[src/pkg/adm_consts.vh]
`ifndef ADM_CONSTS_VH
`define ADM_CONSTS_VH

// register indexes; byte address is four times the index
`define ADM_IDX_SETTINGS 6'h07
`define ADM_IDX_CONTROL  6'h08
`define ADM_IDX_RATIO    6'h09

// settings register field positions
`define ADM_SET_RSVD     7
`define ADM_SET_HR       6
`define ADM_SET_OSR_HI   5
`define ADM_SET_OSR_LO   4
`define ADM_SET_FLT_HI   3
`define ADM_SET_FLT_LO   2
`define ADM_SET_FORMAT   1
`define ADM_SET_ROLE     0

// control register
`define ADM_CTL_SWD      0
`define ADM_CTL_RESET    1'h0

// filter codes
`define ADM_FLT_LOWLAT   2'h2

// oversampling ratios, wideband filters
`define ADM_WB_R0        12'h020
`define ADM_WB_R1        12'h040
`define ADM_WB_R2        12'h080
`define ADM_WB_R3        12'h100
// oversampling ratios, low-latency filter
`define ADM_LL_R0        12'h020
`define ADM_LL_R1        12'h080
`define ADM_LL_R2        12'h200
`define ADM_LL_R3        12'h800

// frame layout
`define ADM_WORD_BITS    32
`define ADM_DATA_BITS    24
`define ADM_SHORT_POS    8

// timing: period and latency shift amounts, ready strobe in mclk cycles, counter width in bits
`define ADM_MOD_SHIFT    1
`define ADM_LAT_SHIFT    2
`define ADM_SAMPLE_READY_STROBE_CYC     4'h4
`define ADM_CNT_W        16

// link pins at rest: select and power-down high, the rest low
`define ADM_LINK_IDLE    6'h11

`endif
[src/core/adm_shreg.v]
`default_nettype none

`include "adm_consts.vh"

// ----------------------------------------
// output shifter with chain refill
// ----------------------------------------
// in short mode the word sits in the top 24 bits and chain bits enter at
// bit 8, so the next device's msb follows our lsb with no gap
module adm_shreg (
  input  wire        mclk,
  input  wire        resetn,
  input  wire        clear,
  input  wire        load,
  input  wire [31:0] loadWord,
  input  wire        shift,
  input  wire        serialIn,
  input  wire        shortMode,
  output wire        msb
);

  reg [31:0] sh_reg;
  reg [31:0] sh_next;

  always @*
  begin
    sh_next = {sh_reg[30:0], serialIn};
    if (shortMode)
      sh_next[`ADM_SHORT_POS] = serialIn;
  end

  always @(posedge mclk or negedge resetn)
  begin
    if (!resetn)
      sh_reg <= 32'h0;
    else if (clear)
      sh_reg <= 32'h0;
    else if (load)
      sh_reg <= loadWord;
    else if (shift)
      sh_reg <= sh_next;
  end

  assign msb = sh_reg[`ADM_WORD_BITS-1];

endmodule

`default_nettype wire

[src/core/adm_sync.v]
`default_nettype none

// ----------------------------------------
// two-stage synchroniser, one per bit
// ----------------------------------------
module adm_sync #(
  parameter             WIDTH     = 1,
  parameter [WIDTH-1:0] RESET_VAL = {WIDTH{1'b0}}
) (
  input  wire             mclk,
  input  wire             resetn,
  input  wire [WIDTH-1:0] asyncIn,
  output reg  [WIDTH-1:0] syncOut
);

  reg [WIDTH-1:0] stage_reg;

  always @(posedge mclk or negedge resetn)
  begin
    if (!resetn)
    begin
      stage_reg <= RESET_VAL;
      syncOut   <= RESET_VAL;
    end
    else
    begin
      stage_reg <= asyncIn;
      syncOut   <= stage_reg;
    end
  end

endmodule

`default_nettype wire

[src/core/adm_top.v]
`default_nettype none

`include "adm_consts.vh"

module adm_top (
  input  wire        mclk,
  input  wire        resetn,
  // wishbone slave
  input  wire        wb_cyc_i,
  input  wire        wb_stb_i,
  input  wire        wb_we_i,
  input  wire [7:0]  wb_adr_i,
  input  wire [3:0]  wb_sel_i,
  input  wire [31:0] wb_dat_i,
  output reg  [31:0] wb_dat_o,
  output reg         wb_ack_o,
  // configuration straps
  input  wire        highResolutionSelect,
  input  wire [1:0]  oversamplingRatioSelect,
  input  wire [1:0]  filterSelect,
  input  wire        interfaceFormatSelect,
  input  wire        frameSyncRole,
  // control pins
  input  wire        startPin,
  input  wire        resetPowerdownN,
  // filter output, mclk domain
  input  wire [23:0] convData,
  // serial link
  input  wire        sclk,
  input  wire        chipSelectN,
  input  wire        serialDataIn,
  input  wire        chainSerialInput,
  input  wire        frameSyncIn,
  output reg         frameSyncOut,
  output reg         frameSyncOe,
  output reg         serialDataOut,
  output reg         serialDataOe,
  output reg         sampleReadyN
);

  // ----------------------------------------
  // pin synchronisers
  // ----------------------------------------
  wire [6:0] strapS;
  wire [5:0] linkS;

  adm_sync #(.WIDTH(7)) u_strap (
    .mclk    (mclk),
    .resetn  (resetn),
    .asyncIn ({highResolutionSelect, oversamplingRatioSelect,
               filterSelect, interfaceFormatSelect, frameSyncRole}),
    .syncOut (strapS)
  );

  // serial data in feeds no logic here: the register port is wishbone
  // pins reset to their idle levels, so no false select edge follows reset
  adm_sync #(.WIDTH(6), .RESET_VAL(`ADM_LINK_IDLE)) u_link (
    .mclk    (mclk),
    .resetn  (resetn),
    .asyncIn ({sclk, chipSelectN, chainSerialInput, frameSyncIn,
               startPin, resetPowerdownN}),
    .syncOut (linkS)
  );

  wire sclkS  = linkS[5];
  wire csNS   = linkS[4];
  wire chainS = linkS[3];
  wire fsInS  = linkS[2];
  wire startS = linkS[1];
  wire rpdNS  = linkS[0];

  // ----------------------------------------
  // settings register
  // ----------------------------------------
  wire [7:0] settings;

  assign settings[`ADM_SET_RSVD] = 1'b0;
  assign settings[`ADM_SET_HR] = strapS[6];
  assign settings[`ADM_SET_OSR_HI:`ADM_SET_OSR_LO] = strapS[5:4];
  assign settings[`ADM_SET_FLT_HI:`ADM_SET_FLT_LO] = strapS[3:2];
  assign settings[`ADM_SET_FORMAT] = strapS[1];
  assign settings[`ADM_SET_ROLE] = strapS[0];

  wire isFrameSync = settings[`ADM_SET_FORMAT];
  wire isSpi       = ~isFrameSync;
  wire isMaster    = isFrameSync & settings[`ADM_SET_ROLE];
  wire [1:0] oversampling_ratio_select   = settings[`ADM_SET_OSR_HI:`ADM_SET_OSR_LO];
  wire [1:0] flt   = settings[`ADM_SET_FLT_HI:`ADM_SET_FLT_LO];

  // ----------------------------------------
  // ratio decode
  // ----------------------------------------
  reg [11:0] ratio;

  // the reserved filter code decodes as wideband; it has no rate of its own
  always @*
  begin
    if (flt == `ADM_FLT_LOWLAT)
    begin
      case (oversampling_ratio_select)
        2'h0:    ratio = `ADM_LL_R0;
        2'h1:    ratio = `ADM_LL_R1;
        2'h2:    ratio = `ADM_LL_R2;
        2'h3:    ratio = `ADM_LL_R3;
        default: ratio = `ADM_LL_R0;
      endcase
    end
    else
    begin
      case (oversampling_ratio_select)
        2'h0:    ratio = `ADM_WB_R0;
        2'h1:    ratio = `ADM_WB_R1;
        2'h2:    ratio = `ADM_WB_R2;
        2'h3:    ratio = `ADM_WB_R3;
        default: ratio = `ADM_WB_R0;
      endcase
    end
  end

  wire [`ADM_CNT_W-1:0] period =
    {4'h0, ratio} << `ADM_MOD_SHIFT;
  wire [`ADM_CNT_W-1:0] latency = period << `ADM_LAT_SHIFT;

  // ----------------------------------------
  // wishbone slave
  // ----------------------------------------
  reg        ctlSwd_reg;
  wire       wbReq  = wb_cyc_i & wb_stb_i & ~wb_ack_o;
  wire [5:0] wbIdx  = wb_adr_i[7:2];
  reg [31:0] rdData;

  always @*
  begin
    case (wbIdx)
      `ADM_IDX_SETTINGS: rdData = {24'h0, settings};
      `ADM_IDX_CONTROL:  rdData = {31'h0, ctlSwd_reg};
      `ADM_IDX_RATIO:    rdData = {20'h0, ratio};
      default:           rdData = 32'h0;
    endcase
  end

  always @(posedge mclk or negedge resetn)
  begin
    if (!resetn)
    begin
      wb_ack_o <= 1'b0;
      wb_dat_o <= 32'h0;
    end
    else
    begin
      wb_ack_o <= wbReq;
      if (wbReq && !wb_we_i)
        wb_dat_o <= rdData;
    end
  end

  // writes to the settings index fall through and change nothing
  always @(posedge mclk or negedge resetn)
  begin
    if (!resetn)
      ctlSwd_reg <= `ADM_CTL_RESET;
    else if (!rpdNS)
      ctlSwd_reg <= `ADM_CTL_RESET;
    else if (wbReq && wb_we_i && wb_sel_i[0] &&
             wbIdx == `ADM_IDX_CONTROL)
      ctlSwd_reg <= wb_dat_i[`ADM_CTL_SWD];
  end

  // ----------------------------------------
  // conversion timing
  // ----------------------------------------
  reg                  startPrev_reg;
  reg [`ADM_CNT_W-1:0] convCnt_reg;
  reg [23:0]           hold_reg;
  reg [3:0]            drdyCnt_reg;
  wire startRise = startS & ~startPrev_reg;
  wire newSample = rpdNS & ~startRise & (convCnt_reg == 16'h0);

  always @(posedge mclk or negedge resetn)
  begin
    if (!resetn)
    begin
      startPrev_reg <= 1'b0;
      convCnt_reg   <= 16'h0;
      hold_reg      <= 24'h0;
    end
    else
    begin
      startPrev_reg <= startS;
      if (!rpdNS || startRise)
        convCnt_reg <= latency;
      else if (newSample)
        convCnt_reg <= period - 16'h1;
      else
        convCnt_reg <= convCnt_reg - 16'h1;
      if (newSample)
        hold_reg <= convData;
    end
  end

  always @(posedge mclk or negedge resetn)
  begin
    if (!resetn)
    begin
      drdyCnt_reg  <= 4'h0;
      sampleReadyN <= 1'b1;
    end
    else
    begin
      if (newSample)
        drdyCnt_reg <= `ADM_SAMPLE_READY_STROBE_CYC;
      else if (drdyCnt_reg != 4'h0)
        drdyCnt_reg <= drdyCnt_reg - 4'h1;
      sampleReadyN <= ~(newSample | (drdyCnt_reg > 4'h1));
    end
  end

  // ----------------------------------------
  // serial framing
  // ----------------------------------------
  reg  sclkPrev_reg;
  reg  csPrev_reg;
  reg  fsPrev_reg;
  reg  chainBit_reg;
  wire sclkRise = sclkS & ~sclkPrev_reg;
  wire sclkFall = ~sclkS & sclkPrev_reg;
  wire csFall   = ~csNS & csPrev_reg;
  wire fsRise   = fsInS & ~fsPrev_reg;
  wire serClr   = isMaster & ~rpdNS;

  // frame start per mode; select is ignored outside spi
  wire frameLoad = isSpi ? csFall :
                   (isMaster ? newSample : fsRise);
  wire shiftEn = sclkFall & (isFrameSync | ~csNS);
  // a master never chains, so its chain input is ignored
  wire chainIn = isMaster ? 1'b0 : chainBit_reg;
  wire [31:0] word = {hold_reg, settings};
  wire shMsb;

  always @(posedge mclk or negedge resetn)
  begin
    if (!resetn)
    begin
      sclkPrev_reg <= 1'b0;
      csPrev_reg   <= 1'b1;
      fsPrev_reg   <= 1'b0;
      chainBit_reg <= 1'b0;
    end
    else
    begin
      sclkPrev_reg <= sclkS;
      csPrev_reg   <= csNS;
      fsPrev_reg   <= fsInS;
      if (sclkRise)
        chainBit_reg <= chainS;
    end
  end

  adm_shreg u_sh (
    .mclk      (mclk),
    .resetn    (resetn),
    .clear     (serClr),
    .load      (frameLoad),
    .loadWord  (word),
    .shift     (shiftEn),
    .serialIn  (chainIn),
    .shortMode (ctlSwd_reg),
    .msb       (shMsb)
  );

  // ----------------------------------------
  // pin drivers
  // ----------------------------------------
  always @(posedge mclk or negedge resetn)
  begin
    if (!resetn)
    begin
      serialDataOut <= 1'b0;
      serialDataOe  <= 1'b0;
      frameSyncOut  <= 1'b0;
      frameSyncOe   <= 1'b0;
    end
    else
    begin
      serialDataOut <= shMsb;
      serialDataOe  <= isFrameSync | ~csNS;
      frameSyncOe   <= isMaster;
      if (serClr)
        frameSyncOut <= 1'b0;
      else if (isMaster && newSample)
        frameSyncOut <= 1'b1;
      else if (sclkFall)
        frameSyncOut <= 1'b0;
    end
  end

endmodule

`default_nettype wire

[config.mk]
export PLATFORM = sky130hd
export DESIGN_NAME = adm_top
export DESIGN_NICKNAME = d
export VERILOG_FILES = /design/src/core/adm_shreg.v /design/src/core/adm_sync.v /design/src/core/adm_top.v
export VERILOG_INCLUDE_DIRS = /design/src /design/src/pkg
export SDC_FILE = /design/constraint.sdc
export NUM_CORES = 1
export LEC_CHECK = 0
export BUFFER_PORTS_ARGS = -buffer_cell sky130_fd_sc_hd__buf_4
export CORE_MARGIN = 2
export CORE_UTILIZATION = 58
export CTS_CLUSTER_SIZE = 25
export DETAILED_ROUTE_END_ITERATION = 7
export PLACE_DENSITY = 0.85
export SETUP_SLACK_MARGIN = 0.2
export SYNTH_ARGS = -nofsm -noshare
export SYNTH_HDL_FRONTEND = slang
export SYNTH_SLANG_ARGS = --single-unit
[constraint.sdc]
create_clock -name mclk -period 3.95 [get_ports mclk]
set_clock_uncertainty 0.05 [all_clocks]
set_input_delay 0.1975 -clock mclk [delete_from_list [all_inputs] [get_ports mclk]]
set_output_delay 0.1975 -clock mclk [all_outputs]
set_load 0.1 [all_outputs]
Word level (Yosys, flattened, before mapping)
Cells that the tools add are included.

Memory bits (read-only): 0. Flip-flop bits (word level): 146. Word-level logic and storage cells: 90. Output and inout port bits: 38. Latch bits: 0. RAM bits: 0. Memories: 0. Bits of input ports: 87.

Mux-type cells: 20. Shift operators: 0. Equality and inequality tests: 8. Multipliers: 0. Divide/modulo/power cells: 0. $add $sub $neg: 3. Bitwise gates (word level): 23. Magnitude comparators: 1. Reductions and logical operators: 14.

Operator list (number): $mux W32 (3); $pmux W12 S4 (2); $pmux W12 S3 (1); $mux W16 (2); $logic_not A16 Y1 (1); $sub A16 B1 Y16 const B (1); $sub A13 B1 Y14 const B (1); $and A1 B1 Y1 (12); $eq A6 B4 Y1 const B (2); $mux W12 (1); $mux W1 (9); $not A1 Y1 (9); $mux W4 (2); $eq A2 B2 Y1 const B (3); $eq A6 B3 Y1 const B (1); $reduce_bool A3 Y1 (2); $logic_and A1 B1 Y1 (5); $gt A4 B1 Y1 const B (1); $reduce_bool A4 Y1 (1); $sub A4 B1 Y4 const B (1); $eq A2 B1 Y1 const B (1); $logic_not A1 Y1 (2); $logic_not A2 Y1 (1); $ne A2 B2 Y1 const B (1); other kinds (3) (4).

Longest topological paths before layout
Gate-level depths: netlist of the first run.

Depth in word-level cells: 9. Mapped depth: 9. Mapped depth without buffers: 8.

Cells and area by module
A second synthesis of the first run with hierarchy kept.

Cell total of the unflattened synthesis: 511. Area total of the unflattened synthesis: 5604.1 sq um.

Modules (own cells, without submodules): adm_top (area an instance 3215.6 sq um, seq. area each 1679.1 sq um, cells each 340, instances 1); adm_shreg (area an instance 1732.9 sq um, seq. area each 800.8 sq um, cells each 145, instances 1); adm_sync (u_strap) (area an instance 350.3 sq um, seq. area each 350.3 sq um, cells each 14, instances 1); adm_sync (u_link) (area an instance 305.3 sq um, seq. area each 305.3 sq um, cells each 12, instances 1).

Worst setup path before layout of the first run
OpenSTA, ideal clock, no wires.

Path kind: register to register. Start point: register convCnt_reg[3]. End point: register hold_reg[10]. Required time: 3.775 ns. Cell stages (with the launch flop): 6. Library setup time: 0.125 ns. Slack: 1.456 ns. Arrival time: 2.319 ns. Buffers on the path: 1. Period minus slack after synthesis: 2.494 ns. Cells stage by stage: dfrtp_1 -> or4_4 -> or4_4 -> nor3_2 -> buf_6 -> mux2_2.

Longest elaborated chain between the ends: 2.

Ends and longest elaborated chain: start: declaration (line adm_top.v:173) `` reg [`ADM_CNT_W-1:0] convCnt_reg; ``; start signal: assignment (line adm_top.v:191) `convCnt_reg <= latency;`; start signal: assignment (line adm_top.v:193) `convCnt_reg <= period - 16'h1;`; start signal: assignment (line adm_top.v:195) `convCnt_reg <= convCnt_reg - 16'h1;`; $logic_not A16 Y1 (line adm_top.v:177) `wire newSample = rpdNS & ~startRise & (convCnt_reg == 16'h0);`; $and A1 B1 Y1 (line adm_top.v:177); end signal: assignment (line adm_top.v:197) `hold_reg <= convData;`; end: declaration (line adm_top.v:174) `reg [23:0] hold_reg;`.

No other way between the ends. A chain may end at the register's enable or synchronous reset.

Worst setup path in the final report of the first run
Start point: register convCnt_reg[6]. End point: register u_sh.sh_reg[17].

Longest elaborated chain between the ends: 6. Elaborated cells on any way between the ends: 7. Classes of those cells: mux: 4; bitwise: 1; reduce/logical: 2.

Ends and longest elaborated chain: $logic_not A16 Y1 (*) (line adm_top.v:177); $and A1 B1 Y1 (*) (line adm_top.v:177); $mux W1 (*) (line adm_top.v:233) `(isMaster ? newSample : fsRise);`; $mux W1 (*) (line adm_top.v:232) `wire frameLoad = isSpi ? csFall :`; $mux W32 (line adm_shreg.v:38) `else if (load)`; $mux W32 (line adm_shreg.v:36) `else if (clear)`; end signal: assignment (line adm_shreg.v:39) `sh_reg <= loadWord;`; end signal: assignment (line adm_shreg.v:41) `sh_reg <= sh_next;`; end: declaration (line adm_shreg.v:22) `reg [31:0] sh_reg;`.

Every way passes the cells marked *; elsewhere a longest branch is shown, timed or not.

==> qor.yml, run 1 <==
grt_pass1_vias: 4365
vias: 4132
initial_core_util_pct: 59.8
finalCriticalPeriod_ns: 3.14
synthDominantAreaCellType: "sky130_fd_sc_hd__dfrtp_1"
critical_path_peak_fanout: 59
avgViaCountPerCell: 5.80
totalNegativeSetupSlack_ns: 0
drive_above_1_share_pct: 26.4
synthesis.yosys.warnings: 0
outcome: "finished clean"
floorplan.io_pins: 125
grt_first_pass_wirelength_mm: 21.9
synth_seq_area_share_pct: 56.8
synth_area_per_cell_um2: 11.9
placement.io_buffers: 66
report.final.slew_viol_count: 0
grt_antenna_before_repair: 0
setup.worst_path.start_class: "flip-flop"
num-nets-final: 664
vdd_ir_drop_max_uv: 414
synth_edf_count: 0
cp_data_arrival_time_ns: 3.47
synthesis.area_um2: 5520
clkSlewWorstSetupHoldPaths_ns: 0.06
flip_flop_count_of_the_largest_register_after_layout: 32
insertedDiodeCount: 0
globalRouteTotalUtil_pct: 28.3
netlist_instances: 464
clock_tree_root_buffer_cell: "sky130_fd_sc_hd__clkbuf_8"
rows: 35
post-synth-top-area-fraction_pct: 53.9
cts.sink_count: 125
synth_top_cells_by_count: "sky130_fd_sc_hd__dfrtp_1, sky130_fd_sc_hd__nor2_1, sky130_fd_sc_hd__mux2i_1, sky130_fd_sc_hd__mux2_2, sky130_fd_sc_hd__nand2_1"
most_repeated_cell_in_the_gate_level_netlist_after_synthesis: "sky130_fd_sc_hd__dfrtp_1"
worst-endpoint-required_ns: 4.28
cts-htree-levels: 4
remaining_drc_errors: 0
post_synth_main_area_contributors: "sky130_fd_sc_hd__dfrtp_1, sky130_fd_sc_hd__mux2i_1, sky130_fd_sc_hd__mux2_2"
grt_setup_unrepaired: "no"
sequential_cell_area_um2: 3140
finalPower_uw: 4450
synth-async-reset-ratio_pct: 100
power.density_nw_per_um2: 636
worst_path_largest_cell_delay_ns: 0.96
flow.area_growth_from_synthesis_pct: 26.8
power_leakage_uw: 0.00316
overflow: 0
chipWidth_um: 102
multi_input_area_um2: 2150
drt_iter0_drc: 264
max_cap_violations: 0
cts_tree: "built"
routabilityCongestion: 0.850
cts_post_setup_buffers_inserted: 0
finalSetupViolCount: 0
endpoint_kind_of_the_worst_setup_timing_path: "flip-flop"
post-route-period-util_pct: 79.4
ant_nets: 0
relSlewSlack_pct: 24.8
critical_path_class: "flip-flop to flip-flop"
floorplan.core_area_um2: 9240
synth.lib_cells_used.distinct: 54
worst-slew-pin-transition_ns: 1.13
clkLatencyLatePin_ns: 0.53
cts_made_buffers: 17
hold_class: "input pin to flip-flop"
dp_hpwl_mm: 7.24
synth.ff_latch_count: 125
die_h_um: 102
r2r.worst_path.cells: 4
crit_chain: "nor4_1 > nand2b_1 > o41a_2 > a211oi_1"
setup_ws_ns: 0.815
fillcell_total: 503
hold_viol: 0
fmaxAchievable_ghz: 0.319
preCtsSetupSlack_ns: 1.01
worst_path_max_delay_cell: "sky130_fd_sc_hd__o41a_2"
routedWlPerCell_um: 19.1
drt-total-wl_mm: 13.6
dr.pass1.iters: 6
holdPathStages: 4
design.die.area_um2: 10300
ctsLongestPathBuffers: 2
synth_flop_cell: "sky130_fd_sc_hd__dfrtp_1"
grt_max_degree: 71
-- kinds of logic (layout without fill, tap and decap cells) --
| family | after synthesis | count (layout) | synth area share [%] |
|---|---|---|---|
| xor gates and xnor gates | 12 | 12 | 1.90 |
| DFF | 125 | 125 | 56.8 |
| muxes | 62 | 62 | 11.9 |
| adders and majority gates | 6 | 6 | 1.36 |
| other | 1 | 21 | 0.0679 |
| AOI/OAI and AO/OA | 77 | 77 | 10.9 |
| and+or+nand+nor | 124 | 124 | 11.2 |
| buffers and inverters | 57 | 157 | 5.96 |
-- layer usage --
metal / part of all wire (%) / global-route usage [%]
met3: 6.2 / 5.73
met2: 53 / 48.2
met1: 36 / 33.7
met5: 0 / 0
met4: 3.9 / 16.0
-- power breakdown --
group	switching (uW)	internal [uW]	total, uW
logic	670	480	1150
registers	235	1590	1830
clock network	630	846	1480
total	1540	2920	4450
-- through the flow --
| stage | cells | hold slack [ns] | cell area [um^2] | util, % |
|---|---|---|---|---|
| detailed placement | 640 | 0.257 | 6040 | 65.3 |
| global route | 713 | 0.0466 | 7000 | 75.7 |
| global placement | 640 | 0.256 | 6040 | 65.3 |
| finish | 713 | 0.0252 | 7000 | 75.7 |
| CTS | 713 | 0.0120 | 7000 | 75.7 |
| floorplan | 484 | -0.148 | 5600 | - |
-- worst max-delay path, delay by kind of cell (launching register included) --
kind / cells / cell delay, ns
flip-flops: 1 / 0.42
AO/OA/AOI/OAI: 2 / 1.49
AND/OR/NAND/NOR: 2 / 1.02
-- timing repair --
action / 4_1_cts / 5_1_grt
hold buffers: 41 / 0
setup endpoints to repair: 0 / 0
hold endpoints to repair: 102 / 0
gates resized for setup: 0 / 0
-- layout by cell type (no fill, tap or decap), types with 6 or more instances in the layout --
| master | synthesis | routed |
|---|---|---|
| sky130_fd_sc_hd__clkbuf_16 | 0 | 16 |
| sky130_fd_sc_hd__inv_6 | 0 | 6 |
| sky130_fd_sc_hd__nor2b_1 | 9 | 8 |
| sky130_fd_sc_hd__nor4_1 | 7 | 7 |
| sky130_fd_sc_hd__xnor2_1 | 8 | 8 |
| sky130_fd_sc_hd__dlygate4sd3_1 | 0 | 41 |
| sky130_fd_sc_hd__nor3_1 | 8 | 8 |
| sky130_fd_sc_hd__nor2_1 | 45 | 44 |
| sky130_fd_sc_hd__conb_1 | 1 | 21 |
| sky130_fd_sc_hd__o21ai_0 | 6 | 6 |
| sky130_fd_sc_hd__mux2i_1 | 34 | 34 |
| sky130_fd_sc_hd__nand2_1 | 24 | 24 |
| sky130_fd_sc_hd__nand2b_1 | 7 | 7 |
| sky130_fd_sc_hd__inv_1 | 11 | 11 |
| sky130_fd_sc_hd__nand3_1 | 6 | 6 |
| sky130_fd_sc_hd__dfrtp_1 | 119 | 119 |
| sky130_fd_sc_hd__dfstp_2 | 6 | 6 |
| sky130_fd_sc_hd__ha_1 | 6 | 6 |
| sky130_fd_sc_hd__a211oi_1 | 23 | 23 |
| sky130_fd_sc_hd__a21oi_1 | 10 | 10 |
| sky130_fd_sc_hd__mux2_2 | 28 | 28 |
| sky130_fd_sc_hd__a211oi_2 | 9 | 9 |
| sky130_fd_sc_hd__buf_4 | 22 | 73 |
-- worst paths after layout --
check / start / endpoint / slack, ns
worst max-delay path: convCnt_reg[6]$_DFF_PN0_ / u_sh.sh_reg[17]$_DFFE_PN0P_ / 0.81
worst min-delay path: wb_we_i / ctlSwd_reg$_DFFE_PN0P_ / 0.03
worst max register to register: convCnt_reg[6]$_DFF_PN0_ / u_sh.sh_reg[17]$_DFFE_PN0P_ / 0.81
worst min register to register: u_strap.stage_reg[2]$_DFF_PN0_ / u_strap.syncOut[2]$_DFF_PN0_ / 0.30
max in group asynchronous: resetn / sampleReadyN$_DFF_PN1_ / 2.63
min in group asynchronous: resetn / wb_dat_o[8]$_DFFE_PN0P_ / 0.27
-- cell type report --
| class | count | share of cell area [%] |
|---|---|---|
| Clock inverter | 14 | 1.93 |
| Timing Repair Buffer | 114 | 13.7 |
| Sequential cell | 125 | 44.8 |
| Inverter | 11 | 0.590 |
| Tap cell | 129 | 2.31 |
| Clock buffer | 18 | 5.97 |
| Multi-Input combinational cell | 302 | 30.7 |
(Power assumes the default switching activity.)
==> run 2, diff against run 1 <==
--- a/config.mk
+++ b/config.mk
@@ -8,10 +8,10 @@
 export LEC_CHECK = 0
 export BUFFER_PORTS_ARGS = -buffer_cell sky130_fd_sc_hd__buf_4
 export CORE_MARGIN = 2
-export CORE_UTILIZATION = 58
+export CORE_UTILIZATION = 49
 export CTS_CLUSTER_SIZE = 25
 export DETAILED_ROUTE_END_ITERATION = 7
-export PLACE_DENSITY = 0.85
+export PLACE_DENSITY = 0.76
 export SETUP_SLACK_MARGIN = 0.2
 export SYNTH_ARGS = -nofsm -noshare
 export SYNTH_HDL_FRONTEND = slang
==> constraint.sdc (replaced) <==
create_clock -name mclk -period 2.7 [get_ports mclk]
set_clock_uncertainty 0.05 [all_clocks]
set_input_delay 0.135 -clock mclk [delete_from_list [all_inputs] [get_ports mclk]]
set_output_delay 0.135 -clock mclk [all_outputs]
set_load 0.1 [all_outputs]
==> run 2 against run 1 <==
Against the previous run:
- sequential share of layout area down 1.5 points
- wire length down 17%
- non-clock buffer count up 12
- via count down 5.6%
- power up 49%
- clock power up 55%
- fmax up 27%
- worst hold slack better by 0.014 ns
- flip-flop and latch count unchanged
- final cell count up 3.2%
- sequential power up 43%
- global-route usage down 7.4 points
- critical path type unchanged
==> qor.yml, run 2 (synthesis gave the netlist of run 1 again) <==
insertedDiodeCount: 0  # unchanged
remaining_drc_errors: 0  # unchanged
globalRouteTotalUtil_pct: 20.9  # was 28.3%
placement.io_buffers: 66  # unchanged
grt_first_pass_wirelength_mm: 19.3  # was 21.9 mm
fmaxAchievable_ghz: 0.406  # was 0.319 GHz
overflow: 0  # unchanged
drt_iter0_drc: 195  # was 264
critical_path_peak_fanout: 12  # was 59
finalPower_uw: 6640  # was 4450 uW
flow.area_growth_from_synthesis_pct: 31.3  # was 26.8%
max_cap_violations: 0  # unchanged
hold_viol: 0  # unchanged
power.density_nw_per_um2: 916  # was 636 nW/um^2
floorplan.io_pins: 125  # unchanged
clock_tree_root_buffer_cell: "sky130_fd_sc_hd__clkbuf_16"  # was sky130_fd_sc_hd__clkbuf_8
layout_commonest_cell: "sky130_fd_sc_hd__dfrtp_1"  # unchanged
drive_above_1_share_pct: 28.5  # was 26.4%
vdd_ir_drop_max_uv: 606  # was 414 uV
placed_cells_incl_taps: 658  # was 640
finalCriticalPeriod_ns: 2.46  # was 3.14 ns
cts.sink_count: 125  # unchanged
totalNegativeSetupSlack_ns: 0  # unchanged
cts_made_buffers: 17  # unchanged
ff2ff_setup_slack_ns: 0.24  # was 0.81 ns
clkLatencyLatePin_ns: 0.41  # was 0.53 ns
rows: 38  # was 35
routedWlPerCell_um: 15.4  # was 19.1 um
setup.worst_path.start_class: "flip-flop"  # unchanged
grt_pass1_vias: 4012  # was 4365
grt_setup_unrepaired: "no"  # unchanged
relSlewSlack_pct: 49.3  # was 24.8%
cts_tree: "built"  # unchanged
setup_ws_ns: 0.239  # was 0.815 ns
hold_class: "input pin to flip-flop"  # unchanged
preCtsSetupSlack_ns: 0.148  # was 1.01 ns
cts-htree-levels: 4  # unchanged
power_leakage_uw: 0.00328  # was 0.00316 uW
chipWidth_um: 110  # was 102 um
clkSlewWorstSetupHoldPaths_ns: 0.06  # about the same
floorplan.core_area_um2: 10900  # was 9240 um^2
design.die.area_um2: 12100  # was 10300 um^2
critical_path_class: "flip-flop to flip-flop"  # unchanged
grt_max_degree: 58  # was 71
dr.pass1.iters: 4  # was 6
flip_flop_count_of_the_largest_register_after_layout: 32  # unchanged
routabilityCongestion: 0.853  # was 0.850
cp_data_arrival_time_ns: 2.69  # was 3.47 ns
post-route-period-util_pct: 91.1  # was 79.4%
endpoint_kind_of_the_worst_setup_timing_path: "flip-flop"  # unchanged
drt-total-wl_mm: 11.3  # was 13.6 mm
die_h_um: 110  # was 102 um
outcome: "finished clean"  # unchanged
report.final.slew_viol_count: 0  # unchanged
dp_hpwl_mm: 7.10  # was 7.24 mm
grt_antenna_before_repair: 0  # unchanged
avgViaCountPerCell: 5.30  # was 5.80
top_library_cells_by_usage_in_the_layout_fill_and_taps_aside: "sky130_fd_sc_hd__dfrtp_1, sky130_fd_sc_hd__buf_4, sky130_fd_sc_hd__nor2_1, sky130_fd_sc_hd__dlygate4sd3_1, sky130_fd_sc_hd__mux2i_1"  # unchanged
fin_cells: 736  # was 713
ant_nets: 0  # unchanged
finalSetupViolCount: 0  # unchanged
ctsLongestPathBuffers: 2  # unchanged
worst-endpoint-required_ns: 2.93  # was 4.28 ns
fillcell_total: 777  # was 503
vias: 3901  # was 4132
num-nets-final: 676  # was 664
initial_core_util_pct: 50.5  # was 59.8%
worst-slew-pin-transition_ns: 0.752  # was 1.13 ns
run 2: changes by cell type in the layout (fill, tap and decap cells not counted), moves of 3 or more:
| cell | before | now |
|---|---|---|
| sky130_fd_sc_hd__nor2_1 | 44 | 41 |
| sky130_fd_sc_hd__inv_6 | 6 | 1 |
| sky130_fd_sc_hd__nor2_2 | 1 | 4 |
| sky130_fd_sc_hd__buf_4 | 73 | 81 |
| sky130_fd_sc_hd__clkinvlp_4 | 4 | 0 |
| sky130_fd_sc_hd__clkbuf_1 | 1 | 4 |
| sky130_fd_sc_hd__buf_12 | 0 | 3 |
run 2: final timing paths:
path / from / endpoint / depth (start not counted)
hold / removal: wb_adr_i[2] / wb_dat_o[5]$_DFFE_PN0P_ / 3
hold reg to reg: u_link.stage_reg[3]$_DFF_PN0_ / u_link.syncOut[3]$_DFF_PN0_ / 0
setup reg to reg: convCnt_reg[3]$_DFF_PN0_ / u_sh.sh_reg[5]$_DFFE_PN0P_ / 6
max in group asynchronous: resetn / u_sh.sh_reg[24]$_DFFE_PN0P_ / 3
setup / recovery: convCnt_reg[3]$_DFF_PN0_ / u_sh.sh_reg[5]$_DFFE_PN0P_ / 6
min in group asynchronous: resetn / wb_dat_o[2]$_DFFE_PN0P_ / 2
run 2: area by class of cell:
type	count	area [um^2]	share of cell area (%)
Clock inverter	9	135	1.86
Timing Repair Buffer	126	1110	15.3
Inverter	11	41.3	0.570
Tap cell	140	175	2.42
Sequential cell	125	3140	43.3
Multi-Input combinational cell	302	2190	30.2
Clock buffer	23	468	6.46
run 2: metrics by stage:
step                      hold slack [ns]  area [um^2]  util (%)
after floorplan                    -0.211         5600         -
after global placement              0.180         6140      56.1
after detailed placement            0.186         6140      56.1
after CTS                          0.0315         7240      66.2
after global routing               0.0951         7250      66.3
final                              0.0392         7250      66.3
run 2: worst max-delay path: stages, from the launching register on:
cell	delay (ns)
sky130_fd_sc_hd__dfrtp_1	0.38
sky130_fd_sc_hd__or4_4	0.56
sky130_fd_sc_hd__or4_4	0.47
sky130_fd_sc_hd__o41a_4	0.43
sky130_fd_sc_hd__buf_4	0.21
sky130_fd_sc_hd__nor2_1	0.16
sky130_fd_sc_hd__a211oi_1	0.07
run 2: repair_timing:
item | in CTS | in global routing
setup endpoints to repair | 28 | 55
pin swaps | 2 | 1
gates cloned | 1 | 0
hold buffers | 41 | 0
resized for setup | 7 | 2
buffers inserted | 4 | 0
hold endpoints to repair | 89 | 0
run 2: where the power goes:
group / internal, uW / switching (uW) / total (uW)
clock network: 1500 / 794 / 2300
logic: 774 / 942 / 1720
registers: 2330 / 295 / 2620
run 2: per-layer routing:
metal / share of wire (%) / track usage [%]
met5: 0 / 0
met1: 42 / 26.2
met2: 53 / 35.2
met3: 4.0 / 4.64
met4: 1.5 / 8.66
